## config.mk

```make
export PLATFORM = sky130hd
export DESIGN_NAME = ddr4f_host
export DESIGN_NICKNAME = d
export VERILOG_FILES = /design/src/include/ddr4f_pkg.sv /design/src/rtl/ddr4f_host.sv
export SDC_FILE = /design/constraint.sdc
export NUM_CORES = 1
export LEC_CHECK = 0
export ABC_AREA = 1
export BUFFER_PORTS_ARGS = -buffer_cell sky130_fd_sc_hd__clkbuf_2
export CAP_MARGIN = 0
export CORE_ASPECT_RATIO = 1.2
export CORE_MARGIN = 4
export CORE_UTILIZATION = 56
export CTS_CLUSTER_DIAMETER = 200
export DETAILED_ROUTE_END_ITERATION = 8
export GPL_ROUTABILITY_DRIVEN = 0
export PLACE_DENSITY = 0.8
export SKIP_LAST_GASP = 1
export SYNTH_ARGS = -nofsm -noshare
export SYNTH_HDL_FRONTEND = slang
export SYNTH_SLANG_ARGS = --single-unit
```

## constraint.sdc

```tcl
create_clock -name core_clk -period 6 [get_ports core_clk]
set_input_delay 0.6 -clock core_clk [delete_from_list [all_inputs] [get_ports core_clk]]
set_output_delay 0.6 -clock core_clk [all_outputs]
set_load 0.05 [all_outputs]
```

## src/include/ddr4f_pkg.sv

```systemverilog
package ddr4f_pkg;
    localparam int RANK_W = 2;
    localparam int DEVSEL_W = 9;
    localparam int MRNUM_W = 3;
    localparam int MRVAL_W = 18;
    localparam int LAT_W = 7;
    localparam int HOLD_W = 4;
    localparam int WAIT_W = 8;
    // Mode register holding inversion, mask and CRC error flag
    localparam logic [MRNUM_W-1:0] MR_INV_NUM = 3'h5;
    localparam int MR5_CRC_ERR_BIT = 3;
    localparam int MR5_DM_BIT = 10;
    localparam int MR5_WR_INV_BIT = 11;
    localparam int MR5_RD_INV_BIT = 12;
    localparam logic MODEREG_TYPE_WRITE = 1'b0;
    // Termination hold with CRC and mask: 5 + preamble + 1
    localparam logic [HOLD_W-1:0] HOLD_BASE = 4'h5;
    localparam logic [HOLD_W-1:0] HOLD_EXTRA = 4'h1;
    // Read timings derived from CAS latency
    localparam logic [LAT_W-1:0] RDEN_OFFSET = 7'h02;
    localparam logic [LAT_W-1:0] RD2WR_EXTRA = 7'h04;
    // Settle time after a mode-register write trigger
    localparam int MR_WAIT_NS = 50;
    localparam int CLK_NS = 5;
    localparam int MR_WAIT_CYC = (MR_WAIT_NS + CLK_NS - 1) / CLK_NS;

    typedef enum logic [1:0] {OP_SET_INV, OP_PER_DEV, OP_CLR_ALERT, OP_CLR_CRC} ddr4f_op_e;

    typedef enum logic [3:0] {
        S_IDLE, S_HALT, S_DRAIN, S_SETEN, S_MRW, S_MRWAIT, S_UNHALT,
        S_PLOAD, S_PEN, S_PTRIG, S_PWAIT, S_PCLR, S_FINISH
    } ddr4f_state_e;

    typedef struct packed {
        logic rd;
        logic wr;
        logic mask;
    } ddr4f_inv_s;

    typedef struct packed {
        ddr4f_op_e op;
        ddr4f_inv_s inv;
        logic x4Memory;
        logic placeInPhy;
        logic crcEnable;
        logic checksumIncludeMask;
        logic parityEnable;
        logic [HOLD_W-1:0] writePreamble;
        logic [LAT_W-1:0] baseCasLatency;
        logic [LAT_W-1:0] readInvLatencyAdd;
        logic [RANK_W-1:0] rank;
        logic [DEVSEL_W-1:0] devSel;
        logic modeRegType;
        logic [MRNUM_W-1:0] modeRegNumber;
        logic [MRVAL_W-1:0] modeRegValue;
    } ddr4f_cmd_s;

    typedef struct packed {
        logic dqHalt;
        ddr4f_inv_s inv;
        logic inversionPlacement;
        logic crcEnable;
        logic checksumIncludeMask;
        logic parityEnable;
        logic [HOLD_W-1:0] writeTerminationHold;
        logic [LAT_W-1:0] casLatency;
        logic [LAT_W-1:0] readDataEnableDelay;
        logic [LAT_W-1:0] readLatency;
        logic [LAT_W-1:0] readToWrite;
        logic [RANK_W-1:0] modeRegTargetRank;
        logic [DEVSEL_W-1:0] modeRegDeviceSelect;
        logic modeRegAccessType;
        logic [MRNUM_W-1:0] modeRegNumber;
        logic [MRVAL_W-1:0] modeRegValue;
        logic perDeviceEnable;
        logic modeRegWriteTrigger;
        logic alertCountClear;
        logic alertIrqClear;
    } ddr4f_ctl_s;

    typedef struct packed {
        logic writePipeEmpty;
        logic readPipeEmpty;
        logic perDeviceDone;
    } ddr4f_stat_s;
endpackage

```

## src/rtl/ddr4f_host.sv

```systemverilog
`timescale 1ns/10ps
module ddr4f_host (
    // Clock and reset
    input wire logic core_clk,
    input wire logic rst,
    // User command port
    input wire logic cmdValid,
    input wire ddr4f_pkg::ddr4f_cmd_s cmd,
    output logic cmdReady,
    output logic cmdDone,
    output logic cmdRefused,
    // Device control fields and status
    output ddr4f_pkg::ddr4f_ctl_s devCtl,
    input wire ddr4f_pkg::ddr4f_stat_s devStat
);
    typedef struct packed {
        ddr4f_pkg::ddr4f_state_e st;
        ddr4f_pkg::ddr4f_state_e after;
        ddr4f_pkg::ddr4f_inv_s newInv;
        logic restoreWr;
        logic [ddr4f_pkg::WAIT_W-1:0] waitCnt;
        logic [ddr4f_pkg::MRVAL_W-1:0] invMrBase;
        ddr4f_pkg::ddr4f_cmd_s saved;
        ddr4f_pkg::ddr4f_ctl_s ctl;
        logic ready;
        logic done;
        logic refused;
    } ddr4f_host_s;

    ddr4f_host_s s_q, s_d;

    // MR5 image with the three enables written in
    function automatic logic [ddr4f_pkg::MRVAL_W-1:0] invImage(
        input logic [ddr4f_pkg::MRVAL_W-1:0] base, input ddr4f_pkg::ddr4f_inv_s inv);
        logic [ddr4f_pkg::MRVAL_W-1:0] v;
        v = base;
        v[ddr4f_pkg::MR5_RD_INV_BIT] = inv.rd;
        v[ddr4f_pkg::MR5_WR_INV_BIT] = inv.wr;
        v[ddr4f_pkg::MR5_DM_BIT] = inv.mask;
        return v;
    endfunction

    // ========================================================
    // Sequencer
    always_comb begin
        s_d = s_q;
        s_d.done = 1'b0;
        s_d.refused = 1'b0;
        s_d.ctl.modeRegWriteTrigger = 1'b0;
        s_d.ctl.alertCountClear = 1'b0;
        s_d.ctl.alertIrqClear = 1'b0;
        case (s_q.st)
            ddr4f_pkg::S_IDLE: begin
                if (cmdValid && s_q.ready) begin
                    s_d.saved = cmd;
                    s_d.ready = 1'b0;
                    case (cmd.op)
                        ddr4f_pkg::OP_SET_INV: begin
                            // Inversion on x4 parts, or write inversion with mask, is refused
                            if ((cmd.x4Memory && (cmd.inv.rd || cmd.inv.wr))
                                    || (cmd.inv.wr && cmd.inv.mask)) begin
                                s_d.refused = 1'b1;
                                s_d.ready = 1'b1;
                            end else begin
                                s_d.newInv = cmd.inv;
                                s_d.invMrBase = cmd.modeRegValue;
                                s_d.after = ddr4f_pkg::S_FINISH;
                                s_d.st = ddr4f_pkg::S_HALT;
                            end
                        end
                        ddr4f_pkg::OP_PER_DEV: begin
                            if (s_q.ctl.inv.wr) begin
                                // Write inversion must be off around the sequence, restored afterwards
                                s_d.newInv = s_q.ctl.inv;
                                s_d.newInv.wr = 1'b0;
                                s_d.restoreWr = 1'b1;
                                s_d.after = ddr4f_pkg::S_PLOAD;
                                s_d.st = ddr4f_pkg::S_HALT;
                            end else begin
                                s_d.st = ddr4f_pkg::S_PLOAD;
                            end
                        end
                        ddr4f_pkg::OP_CLR_ALERT: begin
                            s_d.ctl.alertCountClear = 1'b1;
                            s_d.ctl.alertIrqClear = 1'b1;
                            s_d.done = 1'b1;
                            s_d.ready = 1'b1;
                        end
                        default: begin
                            // Error flag cleared by an ordinary mode-register write
                            s_d.invMrBase = cmd.modeRegValue;
                            s_d.invMrBase[ddr4f_pkg::MR5_CRC_ERR_BIT] = 1'b0;
                            s_d.ctl.modeRegNumber = ddr4f_pkg::MR_INV_NUM;
                            s_d.ctl.modeRegAccessType = ddr4f_pkg::MODEREG_TYPE_WRITE;
                            s_d.ctl.modeRegValue = invImage(s_d.invMrBase, s_q.ctl.inv);
                            s_d.ctl.perDeviceEnable = 1'b0;
                            s_d.after = ddr4f_pkg::S_FINISH;
                            s_d.st = ddr4f_pkg::S_MRW;
                        end
                    endcase
                end
            end
            ddr4f_pkg::S_HALT: begin
                s_d.ctl.dqHalt = 1'b1;
                s_d.st = ddr4f_pkg::S_DRAIN;
            end
            ddr4f_pkg::S_DRAIN: begin
                if (devStat.writePipeEmpty && devStat.readPipeEmpty) begin
                    s_d.st = ddr4f_pkg::S_SETEN;
                end
            end
            ddr4f_pkg::S_SETEN: begin
                s_d.ctl.inv = s_q.newInv;
                s_d.ctl.inversionPlacement = s_q.saved.placeInPhy;
                s_d.ctl.crcEnable = s_q.saved.crcEnable;
                s_d.ctl.checksumIncludeMask = s_q.saved.checksumIncludeMask;
                s_d.ctl.parityEnable = s_q.saved.parityEnable;
                // Read inversion costs extra CAS latency; the read timings follow it
                s_d.ctl.casLatency = s_q.newInv.rd ? s_q.saved.baseCasLatency + s_q.saved.readInvLatencyAdd
                                                   : s_q.saved.baseCasLatency;
                if (s_q.saved.crcEnable && s_q.newInv.mask) begin
                    s_d.ctl.writeTerminationHold = ddr4f_pkg::HOLD_BASE + s_q.saved.writePreamble
                                                   + ddr4f_pkg::HOLD_EXTRA;
                end
                s_d.ctl.modeRegNumber = ddr4f_pkg::MR_INV_NUM;
                s_d.ctl.modeRegAccessType = ddr4f_pkg::MODEREG_TYPE_WRITE;
                s_d.ctl.modeRegValue = invImage(s_q.invMrBase, s_q.newInv);
                s_d.ctl.perDeviceEnable = 1'b0;
                s_d.st = ddr4f_pkg::S_MRW;
            end
            ddr4f_pkg::S_MRW: begin
                s_d.ctl.modeRegWriteTrigger = 1'b1;
                s_d.waitCnt = ddr4f_pkg::WAIT_W'(ddr4f_pkg::MR_WAIT_CYC);
                s_d.st = ddr4f_pkg::S_MRWAIT;
            end
            ddr4f_pkg::S_MRWAIT: begin
                if (s_q.waitCnt != '0) begin
                    s_d.waitCnt = s_q.waitCnt - 1'b1;
                end else if (s_q.ctl.dqHalt) begin
                    // Retune only once the new latency is in the mode register
                    s_d.ctl.readDataEnableDelay = s_q.ctl.casLatency - ddr4f_pkg::RDEN_OFFSET;
                    s_d.ctl.readLatency = s_q.ctl.casLatency;
                    s_d.ctl.readToWrite = s_q.ctl.casLatency + ddr4f_pkg::RD2WR_EXTRA;
                    s_d.st = ddr4f_pkg::S_UNHALT;
                end else begin
                    s_d.st = s_q.after;
                end
            end
            ddr4f_pkg::S_UNHALT: begin
                s_d.ctl.dqHalt = 1'b0;
                s_d.st = s_q.after;
            end
            ddr4f_pkg::S_PLOAD: begin
                s_d.ctl.modeRegTargetRank = s_q.saved.rank;
                s_d.ctl.modeRegDeviceSelect = s_q.saved.devSel;
                s_d.ctl.modeRegAccessType = s_q.saved.modeRegType;
                s_d.ctl.modeRegNumber = s_q.saved.modeRegNumber;
                s_d.ctl.modeRegValue = s_q.saved.modeRegValue;
                s_d.st = ddr4f_pkg::S_PEN;
            end
            ddr4f_pkg::S_PEN: begin
                s_d.ctl.perDeviceEnable = 1'b1;
                s_d.st = ddr4f_pkg::S_PTRIG;
            end
            ddr4f_pkg::S_PTRIG: begin
                s_d.ctl.modeRegWriteTrigger = 1'b1;
                s_d.st = ddr4f_pkg::S_PWAIT;
            end
            ddr4f_pkg::S_PWAIT: begin
                if (devStat.perDeviceDone) begin
                    s_d.ctl.perDeviceEnable = 1'b0;
                    s_d.st = ddr4f_pkg::S_PCLR;
                end
            end
            ddr4f_pkg::S_PCLR: begin
                // Wait for the device to drop done before anything else
                if (!devStat.perDeviceDone) begin
                    if (s_q.restoreWr) begin
                        s_d.restoreWr = 1'b0;
                        s_d.newInv = s_q.ctl.inv;
                        s_d.newInv.wr = 1'b1;
                        s_d.after = ddr4f_pkg::S_FINISH;
                        s_d.st = ddr4f_pkg::S_HALT;
                    end else begin
                        s_d.st = ddr4f_pkg::S_FINISH;
                    end
                end
            end
            ddr4f_pkg::S_FINISH: begin
                s_d.done = 1'b1;
                s_d.ready = 1'b1;
                s_d.st = ddr4f_pkg::S_IDLE;
            end
            default: begin
                s_d.st = ddr4f_pkg::S_IDLE;
            end
        endcase
    end

    always_ff @(posedge core_clk or posedge rst) begin
        if (rst) begin
            s_q <= '0;
            s_q.st <= ddr4f_pkg::S_IDLE;
            s_q.after <= ddr4f_pkg::S_FINISH;
            s_q.ready <= 1'b1;
        end else begin
            s_q <= s_d;
        end
    end

    assign cmdReady = s_q.ready;
    assign cmdDone = s_q.done;
    assign cmdRefused = s_q.refused;
    assign devCtl = s_q.ctl;
endmodule

```

# [Yosys cells after proc, flatten, opt, wreduce, memory -nomap -nowiden]
# Cells that the tools add are included.
[classes] n_reduce_logical=31 bitwise_logic=2 n_mux=37 addsub=6 n_eq_ne=29
[ops] cell="one-hot mux 22 bit (3 select lines)" n=1
[ops] cell="one-hot mux 4 bit (12 select lines)" n=1
[ops] cell="2-to-1 mux 23 bit" n=2
[ops] cell="one-hot mux 18 bit (2 select lines)" n=1
[ops] cell="one-hot mux 8 bit (2 select lines)" n=2
[ops] cell="2-to-1 mux 12 bit" n=2
[ops] cell="2-to-1 mux 8 bit" n=3
[ops] cell="one-hot mux 8 bit (3 select lines)" n=1
[ops] cell="inequality test 2 bit (second input constant)" n=11
[ops] cell="AND reduction 7 bit" n=3
[ops] cell="== test 4 bit (second input constant)" n=5
[ops] cell="2-to-1 mux 4 bit" n=5
[ops] cell="2-to-1 mux 18 bit" n=1
[ops] cell="== test 4 x 3 -> 1 bit (second input constant)" n=4
[ops] cell="2-to-1 mux 11 bit" n=1
[ops] cell="== test 4 x 2 -> 1 bit (second input constant)" n=2
[ops] cell="AND reduction 2 bit" n=4
[ops] cell="AND reduction 4 bit" n=2
[ops] cell="nonzero test 2 bit" n=4
[ops] cell="nonzero test 8 bit" n=1
[ops] cell="subtractor 8 x 1 -> 8 bit (second input constant)" n=1
[ops] cell="adder 7 x 3 -> 7 bit (second input constant)" n=1
[ops] cell="adder 7 bit" n=1
[ops] cell="2-to-1 mux 1 bit" n=7
[ops] cell="other kinds (28)" n=39
[totals] word_cells=150 register_bits=173 output_inout_bits=80

# [Logic depth before layout (Yosys ltp)]
# Gate-level depths: netlist of run 1.
[depth] word_depth=7 mapped_depth=12 mapped_depth_nobuf=12

# [Worst setup path before layout of run 1]
# OpenSTA, ideal clock, no wires.
[synth_path] kind="register -> register" start="reg s_q (netlist bit cmdReady)" end="reg s_q[147] in the netlist's numbering" path_slack_ns=4.371 required_time_ns=5.882 stages_incl_launch_ff=9 path_buffers=1 period_less_slack_ns=1.629 t_arrival_ns=1.511 cell_sequence="dfstp_2 -> nand2_1 -> nor2_4 -> nand2_2 -> nor2_8 -> inv_2 -> buf_6 -> nand2_1 -> o21ai_2"
[synth_between] elab_chain_len=2
[synth_rtl] element="from (decl)" line_no="ddr4f_host.sv:30" text="ddr4f_host_s s_q, s_d;"
[synth_rtl] element="logical AND 1 bit" line_no="ddr4f_host.sv:54" text="if (cmdValid && s_q.ready) begin"
[synth_rtl] element="AND reduction 4 bit (no line)"
# Every way passes these cells.
# A chain may end at the register's enable or synchronous reset.

# [Worst setup path after layout of run 1]
[layout_path] start="reg s_q[176] in the netlist's numbering" end="reg s_q (netlist bit cmdReady)"
[layout_between] elab_chain_len=3 elab_cells_between_ends=6 classes_between="2 x eq/ne; 1 x mux; 3 x reduce/logical"
[layout_rtl] element="== test 4 bit / logical NOT 4 bit (equally long branches)" line_no="ddr4f_host.sv:52" text="case (s_q.st)"
[layout_rtl] element="nonzero test 2 bit (no line) / inequality test 2 bit (equally long branches)"
[layout_rtl] element="AND reduction 2 bit (no line)"
# Parallel ways exist; a longest one is shown, timed or not.

==> results of run 1 <==
final cells by class:
class	instances	area (um2)
multi-input combinational	600	2918
sequential	164	4106
fill	1255	5400
clock buffer	21	470.5
tap	175	219.0
clock inverter	10	81.33
timing repair buffer	148	745.7
inverter	92	352.8
layer usage:
layer  vias to the layer above  routed length, um  track usage, %  part of all wire [%]
met3                        30                899           5.008                   5.1
met5                         -                  0               0                     0
met1                      2957               7636           28.04                    43
met2                       178               8690           37.40                    49
li1                       3102                  -               -                     -
met4                         0                387           7.901                   2.2
sequential cells by signal (all words and copies together) (netlist names):
name and flops:
cmdDone 1, cmdReady 1, cmdRefused 1, devCtl 73, s_q 88
where the power goes:
part | leakage (nW) | total, mW | internal, mW | switching, mW
Sequential | 2.07 | 1.89 | 1.59 | 0.302
Combinational | 2.39 | 2.39 | 0.634 | 1.76
Clock | 0.278 | 1.02 | 0.597 | 0.419
cells in the final DEF (no fill, tap or decap), drive strengths merged, types with 3 or more instances in the layout:
master / netlist / routed
nand4: 10 / 10
nand2: 317 / 317
o21ai: 128 / 128
nand3: 37 / 37
xnor2: 4 / 4
nor3: 5 / 5
clkbuf: 8 / 167
o22ai: 3 / 3
o211ai: 4 / 4
a21oi: 26 / 26
xor2: 9 / 9
dfrtp: 162 / 162
nor2: 29 / 29
ha: 17 / 17
clkinv: 0 / 7
inv: 92 / 93
stage by stage:
stage | area [um2] | total power, mW
6_report | 8894 | 5.304
4_1_cts | 8894 | 5.338
3_5_place_dp | 8342 | 4.302
5_1_grt | 8894 | 5.686
3_3_place_gp | 8342 | 4.230
2_1_floorplan | 8140 | 4.077
critical path: stages (launching register included):
cell and delay [ns]:
dfrtp_1 0.43, inv_2 0.09, nand2_2 0.12, nor2_8 0.20, inv_4 0.07, nor2_4 0.07
buf_4 0.55, inv_2 0.50, o21ai_1 0.29, nor2_1 0.06, nand2_1 0.06
cells by family after synthesis:
family                   Yosys count
adder cells (fa/ha/maj)           18
AO/OA/AOI/OAI                    167
buffers and inverters            200
AND/OR/NAND/NOR                  402
XOR/XNOR                          13
flip-flops                       164
final timing paths:
| kind | startpoint | endpoint | slack [ns] |
|---|---|---|---|
| worst max-delay path | s_q[176] | cmdReady | 3.44 |
| worst min register to register | s_q[128] | devCtl[66] | 0.46 |
| max in group asynchronous | rst | s_q[97] | 4.32 |
| min in group core_clk | cmd[23] | s_q[103] | 0.38 |
| worst min-delay path | rst | s_q[121] | 0.37 |
| worst max register to register | s_q[176] | cmdReady | 3.44 |
==> flow_summary_export.csv, run 1 <==
group,metric,value,unit
outcome,status,"finished, final reports clean",
synth,syn_nets,1049,
synth,synthAdderAreaFrac,2.859,%
layout,num_antenna_cells,0,
sta,slew_headroom,24.25,%
power,leakagePower,4.740,nW
place,port_buffers,146,
clocking,ctsRootBufferMaster,"clkbuf_16",
synth,netlist_instances,964,
route,viasPerCell,5.179,
critical_path,path_max_fanout,74,
clocking,clk_path_buf_depth,2,
synth,yosysWarnings,0,
sta,whs,0.3683,ns
job,cap_violations,0,
clocking,clk_pin_slew,0.06,ns
route,dr.first_iter.drc_count,399,
clocking,post_cts_buffers,0,
sta,setup_viol,0,
synth,ys_seq_elements,164,
route,vias,6267,
sta,skew,0.007273,ns
clocking,cts_buffers,17,
power,p_per_area,596.4,mW/mm2
layout,fin_cells,1210,
floorplan,die_w,118.1,um
floorplan,io_pins,147,
route,drt_wl_total,17610,um
sta,max_slew.worst_pin.slew,1.134,ns
synth,synthTopCellsByCount,"310 x nand2_1, 162 x dfrtp_1, 99 x o21ai_0, 87 x buf_4, 83 x inv_1",
route,dr.pass1.iters,5,
clocking,tritoncts,"built",
critical_path,worstPathRequired,6.36,ns
layout,synthToLayoutAreaGrowth,9.253,%
sta,rsz0062_at_grt,"false",
route,avgRoutedWirePerCell,14.56,um
synth,synth_top_family_by_area,"simple AND/OR/NAND/NOR gates",
critical_path,arrival,2.93,ns
synth,synthFlopType,"dfrtp_1",
synth,synthMuxAreaShare,0,%
layout,fin_util,62.22,%
sta,fin_ws,3.436,ns
floorplan,core_area,0.01429,mm2
route,route.detailed.drc,0,
global_route,antenna_found_initial,0,
sta,fin_crit_sh,42.73,%
critical_path,end_kind,"flip-flop",
synth,synth-xor-area-share,1.399,%
synth,synth_area_leader_cell,"dfrtp_1",
place,dp_slack,3.447,ns
place,place_inst,1179,
global_route,grt_use_total,22.11,%
synth,synth_simple_gate_area_share,20.66,%
sta,maxSlewViolCount,0,
floorplan,die_area,0.01654,mm2
clocking,hold_buffers,0,
clocking,cts_sinks,164,
global_route,grt_first_pass_wirelength,29570,um
critical_path,criticalPathCategory,"flip-flop to flip-flop",
sta,hold_viol_final,0,
min_path,hold_path.class,"input pin to async pin",
synth,synth_area_leaders,"dfrtp_1 50%, nand2_1 14%, buf_4 8.0%",
floorplan,die_y,140.1,um
clocking,htreeDepth,4,
sta,fmax,390.0,MHz
layout,nets,1108,
synth,synth.top_cell.area_share,49.80,%
synth,syn_area,0.008140,mm2
sta,finalCriticalPeriod,2.564,ns
layout,drive_gt1_share,20.58,%
clocking,clkLatencyLatePin,0.43,ns
synth,avgSynthCellArea,8.444,um2
critical_path,cp-start-kind,"flip-flop",
synth,synthArstFlopShare,100.0,%
global_route,grt_pass1_vias,6251,
synth,synth.most_common_cell,"nand2_1",
floorplan,start_util,56.95,%
synth,synth_edf_count,0,
place,dp_hpwl,12350,um
synth,yosysSeqAreaShare,50.45,%
sta,final.setup.tns,0,ns
floorplan,placementRows,48,
synth,synth_compound_area_share,10.93,%
synth,synthDistinctLibCells,36,
critical_path,reg2reg_depth,10,
global_route,overflow,0,
power,vdd_drop_max,0.3439,mV
clocking,post_cts_resized,0,
route,ant_nets,0,
global_route,grt_max_degree,104,
No activity file was read; power rests on OpenSTA's default activity.
==> run 2, diff against run 1 <==
==> constraint.sdc (replaced) <==
create_clock -name core_clk -period 2.4 [get_ports core_clk]
set_input_delay 0.24 -clock core_clk [delete_from_list [all_inputs] [get_ports core_clk]]
set_output_delay 0.24 -clock core_clk [all_outputs]
set_load 0.05 [all_outputs]
==> flow_summary_export.csv, run 2 (synthesis gave the netlist of run 1 again) <==
group,metric,value,unit
global_route,grt_use_total,22.60,%
layout,synthToLayoutAreaGrowth,11.07,%
sta,slew_headroom,50.46,%
layout,mostFrequentLayoutCells,"310 x nand2_1, 162 x dfrtp_1, 146 x clkbuf_2, 99 x o21ai_0, 82 x inv_1",
clocking,htreeDepth,4,
clocking,tritoncts,"built",
power,p_per_area,1495,mW/mm2
route,ant_nets,0,
global_route,grt_pass1_vias,6529,
clocking,cts_sinks,164,
outcome,status,"finished, final reports clean",
critical_path,reg2reg_depth,7,
layout,largest_register,"s_q",
place,place_inst,1187,
layout,largest_register_ffs,88,
floorplan,io_pins,147,
power,leakagePower,4.803,nW
min_path,hold_path.class,"input pin to flip-flop",
job,cap_violations,0,
layout,final_common_cell,"nand2_1",
floorplan,core_area,0.01429,mm2
route,viasPerCell,5.211,
global_route,grt_first_pass_wirelength,30450,um
place,port_buffers,146,
route,drt_wl_total,17660,um
layout,fin_cells,1220,
route,dr.pass1.iters,5,
layout,nets,1117,
critical_path,end_kind,"flip-flop",
critical_path,criticalPathCategory,"flip-flop to flip-flop",
route,vias,6358,
layout,fillCellCount,1213,
power,p_total,13.52,mW
place,dp_hpwl,12520,um
sta,setup_viol,0,
critical_path,cp-start-kind,"flip-flop",
sta,finalCriticalPeriod,2.092,ns
layout,num_antenna_cells,0,
sta,skew,0.01063,ns
floorplan,die_w,118.1,um
floorplan,placementRows,48,
sta,fmax,478.0,MHz
place,place_area,0.008438,mm2
power,vdd_drop_max,0.8205,mV
layout,fin_util,63.25,%
sta,whs,0.01486,ns
clocking,clk_pin_slew,0.07,ns
layout,drive_gt1_share,21.24,%
clocking,ctsRootBufferMaster,"clkbuf_16",
clocking,post_cts_buffers,0,
critical_path,worstPathRequired,2.72,ns
floorplan,die_y,140.1,um
sta,maxSlewViolCount,0,
floorplan,die_area,0.01654,mm2
route,route.detailed.drc,0,
sta,final.setup.tns,0,ns
critical_path,arrival,2.41,ns
sta,fin_crit_sh,87.17,%
sta,max_slew.worst_pin.slew,0.7421,ns
layout,design_area,0.009041,mm2
floorplan,start_util,56.95,%
critical_path,path_max_fanout,18,
clocking,clkLatencyLatePin,0.43,ns
global_route,overflow,0,
clocking,cts_buffers,17,
place,dp_slack,0.3293,ns
global_route,antenna_found_initial,0,
route,avgRoutedWirePerCell,14.48,um
min_path,min_path_cells,3,
global_route,grt_max_degree,86,
clocking,clk_path_buf_depth,2,
sta,rsz0062_at_grt,"false",
route,dr.first_iter.drc_count,426,
sta,hold_viol_final,0,
sta,fin_ws,0.3079,ns
-- run 2: repair_timing --
item                                   4_1_cts  5_1_grt
resized for setup                            0        0
hold buffers                                 1        0
endpoints found under the hold margin       17        0
-- run 2: worst paths after layout --
path | end | slack [ns] | start
min in group asynchronous | devCtl[51] | 0.37 | rst
worst min register to register | s_q[174] | 0.47 | s_q[174]
max in group asynchronous | cmdReady | 1.25 | rst
worst max-delay path | devCtl[25] | 0.31 | s_q[176]
worst max register to register | devCtl[25] | 0.31 | s_q[176]
worst min-delay path | s_q[114] | 0.01 | cmd[34]
-- run 2: where the power goes --
group | leakage, nW | switching, mW | internal (mW)
Sequential | 2.07 | 0.768 | 3.98
Combinational | 2.44 | 4.42 | 1.65
Clock | 0.294 | 1.08 | 1.62
Total | 4.80 | 6.27 | 7.25
-- run 2: area by class of cell --
class / count / area [um2] / share of cell area, %
Multi-Input combinational cell: 600 / 2918 / 32.27
Inverter: 92 / 351.6 / 3.889
Tap cell: 175 / 219.0 / 2.422
Clock inverter: 11 / 122.6 / 1.356
Timing Repair Buffer: 157 / 853.3 / 9.438
Sequential cell: 164 / 4106 / 45.42
Clock buffer: 21 / 470.5 / 5.203
-- run 2: critical path, stage by stage (launching register included) --
cell     delay (ns)
dfrtp_1        0.43
nand2_2        0.14
nor2_4         0.27
inv_2          0.16
nand2_1        0.10
nand2_1        0.37
buf_4          0.34
a22o_1         0.18
-- run 2: layer usage --
layer	global-route usage, %	vias up	share of wire, %
met5	0	-	0
met4	8.951	0	2.5
met3	6.543	35	6.8
met2	38.09	205	50
met1	27.46	3000	40
li1	-	3118	-
==> run 3, diff against run 2 <==
--- a/config.mk
+++ b/config.mk
@@ -11,6 +11,7 @@
 export CORE_ASPECT_RATIO = 1.2
 export CORE_MARGIN = 4
 export CORE_UTILIZATION = 56
+export CTS_BUF_LIST = sky130_fd_sc_hd__clkbuf_4 sky130_fd_sc_hd__clkbuf_8 sky130_fd_sc_hd__clkbuf_16
 export CTS_CLUSTER_DIAMETER = 200
 export DETAILED_ROUTE_END_ITERATION = 8
 export GPL_ROUTABILITY_DRIVEN = 0
==> flow_summary_export.csv, run 3 (synthesis gave the netlist of run 1 again) <==
group,metric,value,unit
layout,final_common_cell,"nand2_1",
floorplan,die_w,118.1,um
floorplan,io_pins,147,
clocking,clk_path_buf_depth,2,
sta,setup_viol,0,
sta,maxSlewViolCount,0,
global_route,grt_max_degree,86,
min_path,min_to,"s_q[114]",
clocking,ctsRootBufferMaster,"clkbuf_16",
global_route,grt_use_total,22.60,%
floorplan,placementRows,48,
critical_path,reg2reg_slack,0.32,ns
sta,finalCriticalPeriod,2.080,ns
layout,synthToLayoutAreaGrowth,11.11,%
place,port_buffers,146,
critical_path,arrival,2.40,ns
floorplan,start_util,56.95,%
clocking,clkLatencyLatePin,0.43,ns
power,vdd_drop_max,0.8230,mV
clocking,cts_sinks,164,
place,dp_hpwl,12520,um
critical_path,criticalPathCategory,"flip-flop to flip-flop",
layout,mostFrequentLayoutCells,"310 x nand2_1, 162 x dfrtp_1, 146 x clkbuf_2, 99 x o21ai_0, 82 x inv_1",
clocking,cts_buffers,17,
sta,fin_crit_sh,86.66,%
global_route,overflow,0,
global_route,antenna_found_initial,0,
sta,rsz0062_at_grt,"false",
sta,fmax,480.8,MHz
min_path,hold_path.class,"input pin to flip-flop",
critical_path,end_kind,"flip-flop",
layout,largest_register_ffs,88,
layout,drive_gt1_share,21.34,%
sta,hold_viol_final,0,
critical_path,reg2reg_depth,7,
global_route,grt_first_pass_wirelength,30450,um
min_path,hold_start,"cmd[34]",
sta,max_slew.worst_pin.slew,0.7388,ns
sta,slew_headroom,50.68,%
route,drt_wl_total,17640,um
route,route.detailed.drc,0,
clocking,post_cts_buffers,0,
floorplan,core_area,0.01429,mm2
power,leakagePower,4.806,nW
critical_path,worstPathRequired,2.72,ns
clocking,tritoncts,"built",
floorplan,die_area,0.01654,mm2
layout,num_antenna_cells,0,
min_path,min_path_cells,3,
clocking,clk_pin_slew,0.07,ns
route,ant_nets,0,
layout,largest_register,"s_q",
floorplan,die_y,140.1,um
outcome,status,"finished, final reports clean",
global_route,grt_pass1_vias,6529,
power,p_per_area,1496,mW/mm2
route,dr.first_iter.drc_count,417,
sta,skew,0.01065,ns
critical_path,timing.rr.end,"devCtl[25]",
sta,final.setup.tns,0,ns
route,viasPerCell,5.205,
job,cap_violations,0,
critical_path,path_max_fanout,18,
route,vias,6350,
route,avgRoutedWirePerCell,14.46,um
route,dr.pass1.iters,5,
power,p_total,13.53,mW
layout,nets,1117,
critical_path,r2r_start,"s_q[176]",
critical_path,cp-start-kind,"flip-flop",
clocking,htreeDepth,4,
-- run 3: cell count changes in the layout (fill, tap and decap cells not counted) --
cell,delta
clkbuf_4,+1
clkbuf_1,-1
-- run 3: where the power goes --
group	internal, mW	total [mW]	switching (mW)
clock	1.63	2.71	1.08
combinational	1.65	6.07	4.42
sequential	3.98	4.74	0.767
-- run 3: layout make-up --
| class | instances | area [um2] |
|---|---|---|
| inverters | 92 | 351.6 |
| flip-flops and latches | 164 | 4106 |
| clock buffers | 21 | 474.2 |
| well taps | 175 | 219.0 |
| clock inverters | 11 | 122.6 |
| fillers | 1211 | 5249 |
| repair buffers | 157 | 853.3 |
| multi-input cells | 600 | 2918 |
-- run 3: metal layers --
| layer | wire, um | GRT usage, % |
|---|---|---|
| met2 | 8896 | 38.09 |
| met3 | 1156 | 6.543 |
| met5 | 0 | 0 |
| met1 | 7138 | 27.46 |
| met4 | 446 | 8.951 |
-- run 3: critical path, cell delays in order (launching register included) --
cell,delay (ns)
dfrtp_1,0.43
nand2_2,0.14
nor2_4,0.27
inv_2,0.16
nand2_1,0.10
nand2_1,0.37
buf_4,0.34
a22o_1,0.18
-- run 3: repair_timing --
item / CTS / global route
hold buffers: 1 / 0
endpoints found under the hold margin: 17 / 0
resized for setup: 0 / 0
setup endpoints to repair: 0 / 0
-- run 3: metrics by stage --
| step | worst slack (ns) | util (%) | cells | cell area, um2 | hold WS [ns] |
|---|---|---|---|---|---|
| after global routing | 0.1214 | 63.28 | 1220 | 9045 | 0.007049 |
| after global placement | 0.3846 | 59.03 | 1187 | 8438 | 0.2688 |
| after detailed placement | 0.3293 | 59.03 | 1187 | 8438 | 0.2719 |
| after floorplan | 0.07684 | - | 964 | 8144 | 0.3566 |
| final | 0.3201 | 63.28 | 1220 | 9045 | 0.01481 |
| after CTS | 0.3413 | 63.28 | 1220 | 9045 | 0.005148 |
-- run 3: how the worst max path moves through the flow --
stage | startpoint | to | slack (ns) | cells after the start
global route | s_q[176] | devCtl[9] | 0.12 | 7
floorplan | rst | cmdDone | 0.08 | 1
global placement | s_q[176] | devCtl[25] | 0.38 | 7
detailed placement | s_q[176] | devCtl[25] | 0.33 | 7
CTS | s_q[176] | devCtl[25] | 0.34 | 7
finish | s_q[176] | devCtl[25] | 0.32 | 7
